File: config.mk
export PLATFORM = sky130hd
export DESIGN_NAME = rer_reporter
export DESIGN_NICKNAME = d
export VERILOG_FILES = /design/src/rer_pkg.sv /design/src/rer_reporter.sv
export SDC_FILE = /design/constraint.sdc
export NUM_CORES = 1
export LEC_CHECK = 0
export BUFFER_PORTS_ARGS = -buffer_cell sky130_fd_sc_hd__buf_4
export CORE_MARGIN = 3
export CORE_UTILIZATION = 61
export CTS_CLUSTER_DIAMETER = 80
export DETAILED_ROUTE_END_ITERATION = 10
export PLACE_DENSITY = 0.79
export SLEW_MARGIN = 20
export SYNTH_ARGS = -nofsm -noshare
export SYNTH_HDL_FRONTEND = slang
export SYNTH_SLANG_ARGS = --single-unit
File: constraint.sdc
create_clock -name sys_clk -period 4.6 [get_ports sys_clk]
set_clock_uncertainty 0.1 [all_clocks]
set_input_delay 1.38 -clock sys_clk [delete_from_list [all_inputs] [get_ports sys_clk]]
set_output_delay 1.38 -clock sys_clk [all_outputs]
set_load 0.02 [all_outputs]
File: src/rer_pkg.sv
// shared constants and types for the runtime error reporter
package rer_pkg;
    // system clock and led flash timing
    localparam int CLK_HZ        = 100_000_000;
    localparam int FLASH_MS      = 250;
    localparam int FLASH_CYC     = CLK_HZ / 1000 * FLASH_MS;
    localparam int TICK_W        = 25;

    // text record and buffer
    localparam int TXT_LEN       = 7;
    localparam int FIFO_DEPTH    = 16;
    localparam int CHAR_W        = 8;
    localparam logic [7:0] CH_E    = 8'h45;
    localparam logic [7:0] CH_V    = 8'h56;
    localparam logic [7:0] CH_DASH = 8'h2d;
    localparam logic [7:0] CH_ZERO = 8'h30;
    localparam logic [2:0] IDX_E   = 3'h0;
    localparam logic [2:0] IDX_V   = 3'h1;
    localparam logic [2:0] IDX_M10 = 3'h2;
    localparam logic [2:0] IDX_M1  = 3'h3;
    localparam logic [2:0] IDX_DSH = 3'h4;
    localparam logic [2:0] IDX_V10 = 3'h5;
    localparam logic [2:0] IDX_LST = 3'h6;
    localparam logic [6:0] TEN     = 7'h0a;

    // module identifiers
    localparam logic [6:0] MODULE_BUS_COMMS      = 7'h01;
    localparam logic [6:0] MODULE_INTERPRETER    = 7'h03;
    localparam logic [6:0] MODULE_EXTENDED_SERIAL = 7'h17;
    localparam logic [6:0] MODULE_HW_FIRST       = 7'h32;
    localparam logic [6:0] MODULE_ANALOG_OUT     = 7'h37;
    localparam logic [6:0] MODULE_TIME_OF_DAY    = 7'h38;
    localparam logic [6:0] MODULE_GAP_A          = 7'h0b;
    localparam logic [6:0] MODULE_GAP_B          = 7'h14;
    localparam logic [6:0] MODULE_GAP_C          = 7'h16;

    // error values
    localparam logic [6:0] INVALID_INDEX_FAULT          = 7'h01;
    localparam logic [6:0] NO_INIT_FAULT                = 7'h0a;
    localparam logic [6:0] INSUFFICIENT_THROUGHPUT_FAULT = 7'h17;
    localparam logic [6:0] BAD_BAUD_FAULT               = 7'h1e;
    localparam logic [6:0] MAILBOX_RESEND_FAULT         = 7'h22;
    localparam logic [6:0] MAILBOX_XMIT_FAULT           = 7'h23;
    localparam logic [6:0] LIMIT_TYPE_FAULT             = 7'h28;
    localparam logic [6:0] READONLY_WRITE_FAULT         = 7'h2d;
    localparam logic [6:0] POT_TYPE_FAULT               = 7'h32;
    localparam logic [6:0] QUADRATURE_PHASE_FAULT       = 7'h33;

    // shared led code 68 as marker and digit flash counts
    localparam logic [3:0] RED1_FLASHES = 4'h1;
    localparam logic [3:0] YEL1_FLASHES = 4'h6;
    localparam logic [3:0] RED2_FLASHES = 4'h2;
    localparam logic [3:0] YEL2_FLASHES = 4'h8;

    typedef struct packed {
        logic [6:0] module_id;
        logic [6:0] value;
    } rer_fault_t;

    typedef enum logic [2:0] {
        LED_IDLE = 3'b000,
        LED_RED1 = 3'b001,
        LED_YEL1 = 3'b010,
        LED_RED2 = 3'b011,
        LED_YEL2 = 3'b100
    } rer_led_t;
endpackage

File: src/rer_reporter.sv
// runtime fault latch, text record sender and its fifo, led code flasher
//
// Contract
// - A fault forms a code from the faulting module id and the error value.
// - The module id is held in an output readable by the program.
// - The error value is held in a separate readable output.
// - Every fault sends its code as text on the serial stream unasked.
// - The text is E, V, two module digits, a dash and two value digits.
// - Software module ids are 01 to 23 as listed.
// - Hardware module ids are 50 to 56 as listed.
// - General error values are 01 to 10.
// - Interpreter error values are 11 to 23.
// - Bus mailbox error values are 30 to 35.
// - Error values 40 to 45 cover limit and parameter faults.
// - Pot type fault is 50 and encoder phase fault is 51.
// - Any fault shows on the leds as the one code 68.
// - Leds repeat red marker, yellow six, red second marker, yellow eight.

module rer_fifo #(
    parameter int W = 8,
    parameter int D = 16
) (
    // clock and reset
    input  wire logic         sys_clk,
    input  wire logic         reset,
    // fill side
    input  wire logic         in_valid,
    output logic              in_ready,
    input  wire logic [W-1:0] in_data,
    // drain side
    output logic              out_valid,
    input  wire logic         out_ready,
    output logic [W-1:0]      out_data
);
    localparam int AW = $clog2(D);
    logic [W-1:0] mem [D];
    logic [AW:0]  wr_r, wr_nxt, rd_r, rd_nxt;
    logic         full, empty;

    assign empty     = (wr_r == rd_r);
    assign full      = (wr_r[AW-1:0] == rd_r[AW-1:0]) && (wr_r[AW] != rd_r[AW]);
    assign in_ready  = !full;
    assign out_valid = !empty;
    assign out_data  = mem[rd_r[AW-1:0]];

    always_comb begin
        wr_nxt = wr_r + (AW+1)'(in_valid && !full);
        rd_nxt = rd_r + (AW+1)'(out_ready && !empty);
    end

    always_ff @(posedge sys_clk) begin
        if (reset) begin
            wr_r <= '0;
            rd_r <= '0;
        end else begin
            wr_r <= wr_nxt;
            rd_r <= rd_nxt;
        end
        if (in_valid && !full)
            mem[wr_r[AW-1:0]] <= in_data;
    end

    // a fill while full must not disturb the word waiting at the head
    a_fifo_head_hold: assert property (@(posedge sys_clk) disable iff (reset)
        out_valid && !out_ready |=> out_valid && $stable(out_data))
        else $error("fifo head changed before it was taken");
    c_fifo_full: cover property (@(posedge sys_clk) disable iff (reset) full);
endmodule // rer_fifo

module rer_reporter
    import rer_pkg::*;
#(
    parameter int FLASH_CYCLES = rer_pkg::FLASH_CYC
) (
    // clock and reset
    input  wire logic             sys_clk,
    input  wire logic             reset,
    // fault report from the library
    input  wire logic             fault_valid,
    input  wire rer_pkg::rer_fault_t fault_in,
    output logic                  fault_ready,
    // program-readable fault state
    output logic [6:0]            latest_fault_module_id,
    output logic [6:0]            latest_fault_value,
    output logic                  latest_fault_known,
    output logic                  fault_seen,
    // serial text stream
    output logic                  tx_valid,
    input  wire logic             tx_ready,
    output logic [7:0]            tx_data,
    // status leds
    output logic                  led_red,
    output logic                  led_yellow
);
    import rer_pkg::*;

    function automatic logic known_code(input rer_fault_t f);
        logic m_ok;
        logic v_ok;
        m_ok = (f.module_id >= MODULE_BUS_COMMS && f.module_id <= MODULE_EXTENDED_SERIAL
                && f.module_id != MODULE_GAP_A && f.module_id != MODULE_GAP_B
                && f.module_id != MODULE_GAP_C)
            || (f.module_id >= MODULE_HW_FIRST
                && f.module_id <= MODULE_TIME_OF_DAY);
        v_ok = (f.value >= INVALID_INDEX_FAULT
                && f.value <= INSUFFICIENT_THROUGHPUT_FAULT)
            || (f.value >= BAD_BAUD_FAULT && f.value <= MAILBOX_XMIT_FAULT)
            || (f.value >= LIMIT_TYPE_FAULT && f.value <= READONLY_WRITE_FAULT)
            || (f.value == POT_TYPE_FAULT || f.value == QUADRATURE_PHASE_FAULT);
        return m_ok && v_ok;
    endfunction

    function automatic logic [7:0] digit(input logic [6:0] v, input logic tens);
        logic [6:0] d;
        d = tens ? 7'(v / TEN) : 7'(v % TEN);
        return CH_ZERO + {1'b0, d};
    endfunction

    // fault latch and text sequencer
    rer_fault_t latest_r, latest_nxt;
    logic       known_r, known_nxt, seen_r, seen_nxt;
    logic       busy_r, busy_nxt;
    logic [2:0] idx_r, idx_nxt;
    logic       take, push_ready;
    logic [7:0] push_data;

    // one record in flight at a time keeps the text of two faults from interleaving
    assign fault_ready = !busy_r;
    assign take        = fault_valid && !busy_r;

    always_comb begin
        latest_nxt = latest_r;
        known_nxt  = known_r;
        seen_nxt   = seen_r;
        busy_nxt   = busy_r;
        idx_nxt    = idx_r;
        if (take) begin
            latest_nxt = fault_in;
            known_nxt  = known_code(fault_in);
            seen_nxt   = 1'b1;
            busy_nxt   = 1'b1;
            idx_nxt    = IDX_E;
        end else if (busy_r && push_ready) begin
            if (idx_r == IDX_LST)
                busy_nxt = 1'b0;
            else
                idx_nxt = idx_r + 3'h1;
        end
    end

    always_comb begin
        case (idx_r)
            IDX_E:   push_data = CH_E;
            IDX_V:   push_data = CH_V;
            IDX_M10: push_data = digit(latest_r.module_id, 1'b1);
            IDX_M1:  push_data = digit(latest_r.module_id, 1'b0);
            IDX_DSH: push_data = CH_DASH;
            IDX_V10: push_data = digit(latest_r.value, 1'b1);
            default: push_data = digit(latest_r.value, 1'b0);
        endcase
    end

    always_ff @(posedge sys_clk) begin
        if (reset) begin
            latest_r <= '0;
            known_r  <= 1'b0;
            seen_r   <= 1'b0;
            busy_r   <= 1'b0;
            idx_r    <= IDX_E;
        end else begin
            latest_r <= latest_nxt;
            known_r  <= known_nxt;
            seen_r   <= seen_nxt;
            busy_r   <= busy_nxt;
            idx_r    <= idx_nxt;
        end
    end

    assign latest_fault_module_id = latest_r.module_id;
    assign latest_fault_value     = latest_r.value;
    assign latest_fault_known     = known_r;
    assign fault_seen             = seen_r;

    // a slow terminal stalls the sequencer, which then refuses new faults
    rer_fifo #(.W(CHAR_W), .D(FIFO_DEPTH)) u_fifo (
        .sys_clk   (sys_clk),
        .reset     (reset),
        .in_valid  (busy_r),
        .in_ready  (push_ready),
        .in_data   (push_data),
        .out_valid (tx_valid),
        .out_ready (tx_ready),
        .out_data  (tx_data)
    );

    // led code flasher
    rer_led_t            st_r, st_nxt;
    logic [TICK_W-1:0]   tick_r, tick_nxt;
    logic                on_r, on_nxt;
    logic [3:0]          cnt_r, cnt_nxt, group_len;
    logic                red_r, red_nxt, yel_r, yel_nxt;
    logic                tick_end;

    assign tick_end = (tick_r == TICK_W'(FLASH_CYCLES - 1));

    always_comb begin
        case (st_r)
            LED_RED1: group_len = RED1_FLASHES;
            LED_YEL1: group_len = YEL1_FLASHES;
            LED_RED2: group_len = RED2_FLASHES;
            LED_YEL2: group_len = YEL2_FLASHES;
            default:  group_len = RED1_FLASHES;
        endcase
    end

    always_comb begin
        st_nxt   = st_r;
        tick_nxt = tick_r;
        on_nxt   = on_r;
        cnt_nxt  = cnt_r;
        if (st_r == LED_IDLE) begin
            if (take) begin
                st_nxt   = LED_RED1;
                on_nxt   = 1'b1;
                tick_nxt = '0;
                cnt_nxt  = '0;
            end
        end else if (!tick_end) begin
            tick_nxt = tick_r + TICK_W'(1);
        end else begin
            tick_nxt = '0;
            on_nxt   = !on_r;
            if (!on_r) begin
                on_nxt = 1'b1;
                if (cnt_r + 4'h1 == group_len) begin
                    cnt_nxt = '0;
                    case (st_r)
                        LED_RED1: st_nxt = LED_YEL1;
                        LED_YEL1: st_nxt = LED_RED2;
                        LED_RED2: st_nxt = LED_YEL2;
                        default:  st_nxt = LED_RED1;
                    endcase
                end else begin
                    cnt_nxt = cnt_r + 4'h1;
                end
            end
        end
        red_nxt = on_nxt && (st_nxt == LED_RED1 || st_nxt == LED_RED2);
        yel_nxt = on_nxt && (st_nxt == LED_YEL1 || st_nxt == LED_YEL2);
    end

    always_ff @(posedge sys_clk) begin
        if (reset) begin
            st_r   <= LED_IDLE;
            tick_r <= '0;
            on_r   <= 1'b0;
            cnt_r  <= '0;
            red_r  <= 1'b0;
            yel_r  <= 1'b0;
        end else begin
            st_r   <= st_nxt;
            tick_r <= tick_nxt;
            on_r   <= on_nxt;
            cnt_r  <= cnt_nxt;
            red_r  <= red_nxt;
            yel_r  <= yel_nxt;
        end
    end

    assign led_red    = red_r;
    assign led_yellow = yel_r;

    // checks
    a_store_module: assert property (@(posedge sys_clk) disable iff (reset)
        take |=> latest_fault_module_id == $past(fault_in.module_id))
        else $error("module id not latched");
    a_store_value: assert property (@(posedge sys_clk) disable iff (reset)
        take |=> latest_fault_value == $past(fault_in.value))
        else $error("error value not latched");
    a_keep_latest: assert property (@(posedge sys_clk) disable iff (reset)
        !take |=> $stable(latest_r))
        else $error("stored fault changed without a new fault");
    a_text_start: assert property (@(posedge sys_clk) disable iff (reset)
        take |=> busy_r && idx_r == IDX_E && push_data == CH_E)
        else $error("text record did not start");
    a_text_dash: assert property (@(posedge sys_clk) disable iff (reset)
        busy_r && idx_r == IDX_DSH |-> push_data == CH_DASH)
        else $error("dash missing from record");
    a_text_end: assert property (@(posedge sys_clk) disable iff (reset)
        busy_r && push_ready && idx_r == IDX_LST |=> !busy_r)
        else $error("record longer than seven characters");
    a_known_mailbox: assert property (@(posedge sys_clk) disable iff (reset)
        take && fault_in.module_id == MODULE_BUS_COMMS
        && fault_in.value == MAILBOX_RESEND_FAULT |=> latest_fault_known)
        else $error("mailbox fault not recognised");
    a_led_start: assert property (@(posedge sys_clk) disable iff (reset)
        take && st_r == LED_IDLE |=> st_r == LED_RED1 ##1 led_red && !led_yellow)
        else $error("led code did not start with red");
    a_led_order: assert property (@(posedge sys_clk) disable iff (reset)
        st_r == LED_YEL1 && st_nxt != LED_YEL1 |-> st_nxt == LED_RED2
        && cnt_r == YEL1_FLASHES - 4'h1)
        else $error("yellow group of six out of order");
    a_leds_excl: assert property (@(posedge sys_clk) disable iff (reset)
        !(led_red && led_yellow))
        else $error("both leds lit");

    c_fault_taken: cover property (@(posedge sys_clk) disable iff (reset) take);
    c_busy_refuse: cover property (@(posedge sys_clk) disable iff (reset)
        fault_valid && busy_r);
    c_led_yel2: cover property (@(posedge sys_clk) disable iff (reset)
        st_r == LED_YEL2 ##1 st_r == LED_RED1);
endmodule // rer_reporter

Word level (Yosys, flattened, before mapping)
Memory sizes are Yosys's and may differ from the RTL's. A register that Yosys moved wholly into a read port is not among the register bits.
Cells that the tools add are included.
{"block": "classes", "add_sub_neg": 9, "div_mod_pow": 4, "n_lt_le_gt_ge": 10, "eq_ne": 26, "mux": 26, "bitwise": 1, "reduce_logical": 35}
{"op": "25-bit two-way mux", "count": 3}
{"op": "8-bit one-hot mux with 6 select lines", "count": 1}
{"op": "6-bit by 7-bit adder with 8-bit output, first input constant", "count": 4}
{"op": "25-bit by 1-bit adder with 25-bit output, second input constant", "count": 1}
{"op": "25-bit == test, second input constant", "count": 1}
{"op": "4-bit two-way mux", "count": 6}
{"op": "7-bit by 6-bit <= comparator with 1-bit output, second input constant", "count": 3}
{"op": "3-bit by 2-bit == test with 1-bit output, second input constant", "count": 6}
{"op": "3-bit == test, second input constant", "count": 5}
{"op": "1-bit logical AND", "count": 15}
{"op": "3-bit two-way mux", "count": 5}
{"op": "7-bit by 4-bit divider with 7-bit output, second input constant", "count": 2}
{"op": "7-bit by 6-bit == test with 1-bit output, second input constant", "count": 2}
{"op": "7-bit by 1-bit greater-or-equal comparator with 1-bit output, second input constant", "count": 2}
{"op": "7-bit by 6-bit greater-or-equal comparator with 1-bit output, second input constant", "count": 2}
{"op": "7-bit by 5-bit <= comparator with 1-bit output, second input constant", "count": 2}
{"op": "7-bit by 4-bit remainder unit with 7-bit output, second input constant", "count": 2}
{"op": "7-bit by 5-bit inequality test with 1-bit output, second input constant", "count": 2}
{"op": "4-bit one-hot mux with 3 select lines", "count": 1}
{"op": "5-bit by 1-bit adder with 5-bit output", "count": 2}
{"op": "3-bit by 1-bit == test with 1-bit output, second input constant", "count": 3}
{"op": "1-bit two-way mux", "count": 9}
{"op": "3-bit one-hot mux with 3 select lines", "count": 1}
{"op": "4-bit == test", "count": 2}
{"op": "16 further kinds", "count": 29}
{"block": "totals", "ff_bits": 65, "ramBits": 128, "inputBits": 18, "output_inout_bits": 28, "word_cells": 126, "memories": 1}
{"name": "u_fifo.mem", "depth": 16, "word_bits": 8, "rd": 1, "rd_clocked_by_memory_dff": 1, "write_ports": 1, "line_no": "rer_reporter.sv:36", "source": "logic [W-1:0] mem [D];"}

Depth between registers and ports, before layout
{"block": "depth", "depth_word": 10, "ltp_mapped": 15, "ltp_nobuf": 13}

Cells and area by module
From an unflattened synthesis, not the netlist that was laid out.
{"block": "hier_totals", "cells_unflattened": 870, "hier_area_um2": 9725.6}
{"module": "rer_fifo", "n_inst": 1, "cells_per_inst": 312, "area_each_um2": 5710.5}
{"module": "rer_reporter", "n_inst": 1, "cells_per_inst": 558, "area_each_um2": 4015.1}

Worst setup path after synthesis
No wires, ideal clock.
{"block": "synth_path", "path_kind": "reg2reg", "from": "register latest_r, in the netlist latest_fault_module_id[5]", "to": "memory u_fifo.mem[0][5] (data pin)", "setup_ns": 0.294, "arrival_time_ns": 3.378, "t_required_ns": 4.206, "slack_ns": 0.827, "path_stages_with_launch": 15, "path_buffers": 2, "synth_period_minus_slack_ns": 3.773, "cell_sequence": "dfxtp_1 > clkbuf_1 > inv_1 > ha_1 > o21ai_1 > xnor2_1 > buf_2 > nor3_1 > a211oi_1 > nor2_1 > o21ai_0 > nand3_1 > ha_1 > nor2b_1 > o22ai_1"}
{"block": "synth_between", "elab_chain_cells": 3, "word_cells_on_any_way": 5, "cone_classes": "add/sub: 2; div: 2; mux: 1"}
{"item": "from (decl)", "line_no": "rer_reporter.sv:120", "source": "rer_fault_t latest_r, latest_nxt;"}
{"item": "from (signal assigned)", "line_no": "rer_reporter.sv:171", "source": "latest_r <= latest_nxt;"}
{"item": "7-bit by 4-bit remainder unit with 7-bit output / 7-bit by 4-bit divider with 7-bit output (equally long branches)"}
{"item": "6-bit by 7-bit adder with 8-bit output", "line_no": "rer_reporter.sv:116", "source": "return CH_ZERO + {1'b0, d};"}
{"item": "8-bit one-hot mux with 6 select lines (*)", "line_no": "rer_reporter.sv:152", "source": "case (idx_r)"}
{"item": "via push_data[5]", "line_no": "rer_reporter.sv:125", "source": "logic [7:0] push_data;"}
{"item": "to (decl)", "line_no": "rer_reporter.sv:36"}
Mark *: on every way through the listed nets, which the timed path passes. The rest lies on a longest branch.

==> results_dict.tcl <==
set metrics [dict create \
    status "finished, final reports clean" \
    worstPathArrival_ps 2570 \
    synth_top_area_share 0.411 \
    hold_start "tick_r[14]" \
    hold_end "tick_r[14]" \
    worst_slack_ps 545 \
    grt_usage 0.251 \
    synth_flop_cell "edfxtp_1" \
    pre_cts_ws_ps 420 \
    multiInputGateArea_mm2 0.00400 \
    hp-class "flip-flop to flip-flop" \
    timing.final.crit_share 0.881 \
    finalCriticalPeriod_ps 4050 \
    worst-setup-path-type "flip-flop to output port" \
    reg2reg_to "u_fifo.mem[6][5]" \
    rows 44 \
    critPathLaunchType "flip-flop" \
    drt-pass1-iter-count 5 \
    ys_top_cells_by_count "128 x edfxtp_1, 85 x nor2_1, 74 x nand2_1, 65 x dfxtp_1, 61 x a21oi_1" \
    ys_types 71 \
    final.setup.tns_ps 0 \
    slew_violations 0 \
    cp_cell_sequence "buf_4 > mux4_2 > mux4_2 > buf_4" \
    crit_path_start "u_fifo.rd_r[0]" \
    vias_per_cell 6.34 \
    yosysWarnings 0 \
    ys_seq_elements 193 \
    start_util 0.633 \
    cp_slowest_cell "dfxtp_2" \
    overflow 0 \
    maxCapViolations 0 \
    synth_seq_area_share 0.551 \
    fillers 1015 \
    cts_sinks 193 \
    avgSynthCellArea_um2 11.5 \
    slew_headroom 0.353 \
    powerDensity_mw_per_mm2 374 \
    drive_gt1_frac 0.170 \
    clk_latency_ps 430 \
    p_leak_nw 3.54 \
    drcViolationCount 0 \
    cts_inserted_buffers 17 \
    path_clk_slew_ps 70 \
    wl_per_cell_um 19.3 \
    p_total_w 0.00392 \
    area_growth_pct 12.0 \
    cpPeakStageDelay_ps 610 \
    io_buffers 45 \
    async_flop_share 0 \
    via_count 6685 \
    place_congestion 0.886 \
    ctsLongestPathBuffers 2 \
    grt_pass1_wl_mm 33.0 \
    clockRootBuffer "clkbuf_16" \
    netlist_area_mm2 0.00935 \
    drt_iter0_drc 667 \
    synth_edf_count 128 \
    reg2regPathDepth 11 \
    synth_top_area_cell "edfxtp_1" \
    ioPinCount 46 \
    wirelength_mm 20.3 \
    core_mm2 0.0148 \
    cts_tree "yes" \
    crit_path_max_fanout 12 \
    grt_start_max_net_pins 57 \
    rrSetupSlack_ps 620 \
    hold_slack_ps 381 \
    yosys.cell_count.top_type "edfxtp_1" \
    dieArea_mm2 0.0168 \
    setup_violations 0 \
    final_hold_viol_count 0 \
    die_y_um 130 \
    antenna_found_initial 0 \
    layout.nets 890 \
    final_antenna_net_count 0 \
    synth.area.top_cells "edfxtp_1 41%, dfxtp_1 14%, mux4_2 9.6%, nor2_1 3.4%, a21oi_1 3.3%" \
    fp.dieW_um 130 \
    hpwl_mm 13.7 \
    max_freq_ghz 0.247 \
    crit_required_ps 3120 \
    vdd_drop_max_uv 285 \
    worstReg2RegStart "latest_fault_module_id[4]" \
    holdBufCountCts 0 \
    worstMarginPinSlew_ps 967 \
    post-route-util 0.709 \
    rsz0062_at_grt "false" \
    register_area_mm2 0.00515 \
    cts.htree.levels 4 \
    synthCells 813 \
    diodes 0 \
    end_kind "output port" \
    grt_pass1_vias 6414 \
    whs_path_depth 1 \
]
kinds of logic (layout without fill, tap and decap cells):
| kind of cell | count (synthesis) | after routing | share of synthesized area |
|---|---|---|---|
| other | 1 | 16 | 0.000401 |
| muxes | 48 | 48 | 0.105 |
| DFF | 193 | 193 | 0.551 |
| xor gates and xnor gates | 31 | 31 | 0.0291 |
| AOI/OAI and AO/OA | 163 | 163 | 0.111 |
| adders and majority gates | 14 | 14 | 0.0187 |
| and+or+nand+nor | 296 | 296 | 0.157 |
| buffers and inverters | 67 | 110 | 0.0284 |
layout make-up:
type,count,area share
clock buffers,19,0.0423
clock inverters,13,0.0112
inverters,19,0.00681
multi-input cells,568,0.383
flip-flops and latches,193,0.492
well taps,184,0.0220
repair buffers,59,0.0435
layout by cell type, fill, tap and decap left out, types with 11 or more instances in the layout:
master and count:
nand3_1 26, conb_1 16, dfxtp_1 64, nor2b_1 17, inv_1 19, nor2_1 85
a21oi_1 61, ha_1 14, xnor2_1 11, o21ai_0 31, nand2_1 74, buf_4 58
clkbuf_16 17, xor2_1 20, nor3_1 24, edfxtp_1 128, mux4_2 40
repair_timing:
item                                    4_1_cts  5_1_grt
setup buffers                                 0        0
resized for setup                             0        1
endpoints found under the setup margin        0       16
worst max path at each step:
stage                             end  slack, ps  cells after the start
floorplan            u_fifo.mem[0][5]        830                     14
global placement     u_fifo.mem[8][5]        630                     12
detailed placement  u_fifo.mem[14][5]        420                     11
CTS                  u_fifo.mem[4][5]        390                     11
global route         u_fifo.mem[2][5]        350                     11
finish                     tx_data[7]        550                      4
flip-flops by register name (all words and copies together), names as in the netlist:
signal	cells
latest_fault_module_id	7
led_red	1
idx_r	3
on_r	1
u_fifo.mem	128
latest_fault_value	7
led_yellow	1
u_fifo.wr_r	5
busy_r	1
latest_fault_known	1
fault_seen	1
u_fifo.rd_r	5
st_r	3
cnt_r	4
tick_r	25
through the flow:
| step | instance area [um^2] | std cells |
|---|---|---|
| global placement | 9890 | 1023 |
| detailed placement | 9890 | 1023 |
| finish | 10500 | 1055 |
| global route | 10500 | 1055 |
| CTS | 10500 | 1055 |
| floorplan | 9400 | 828 |
report_power, final:
group          internal, W  switching (W)
sequential         0.00190      0.0000500
combinational     0.000264       0.000308
clock             0.000728       0.000672
layer usage:
layer / vias to the layer above / global-route usage / routed length (um) / part of all wire
met5: - / 0 / 0 / 0
met4: 0 / 0.0782 / 326 / 0.016
met3: 30 / 0.0532 / 1250 / 0.061
met2: 257 / 0.412 / 10200 / 0.50
met1: 3262 / 0.342 / 8580 / 0.42
li1: 3136 / - / - / -
critical path, delay by kind of cell, from the launching register on:
family / cells / cell delay [ps]
buffers and inverters: 2 / 450
DFF: 1 / 610
muxes: 2 / 1070
Power figures use the tool's default switching activity.
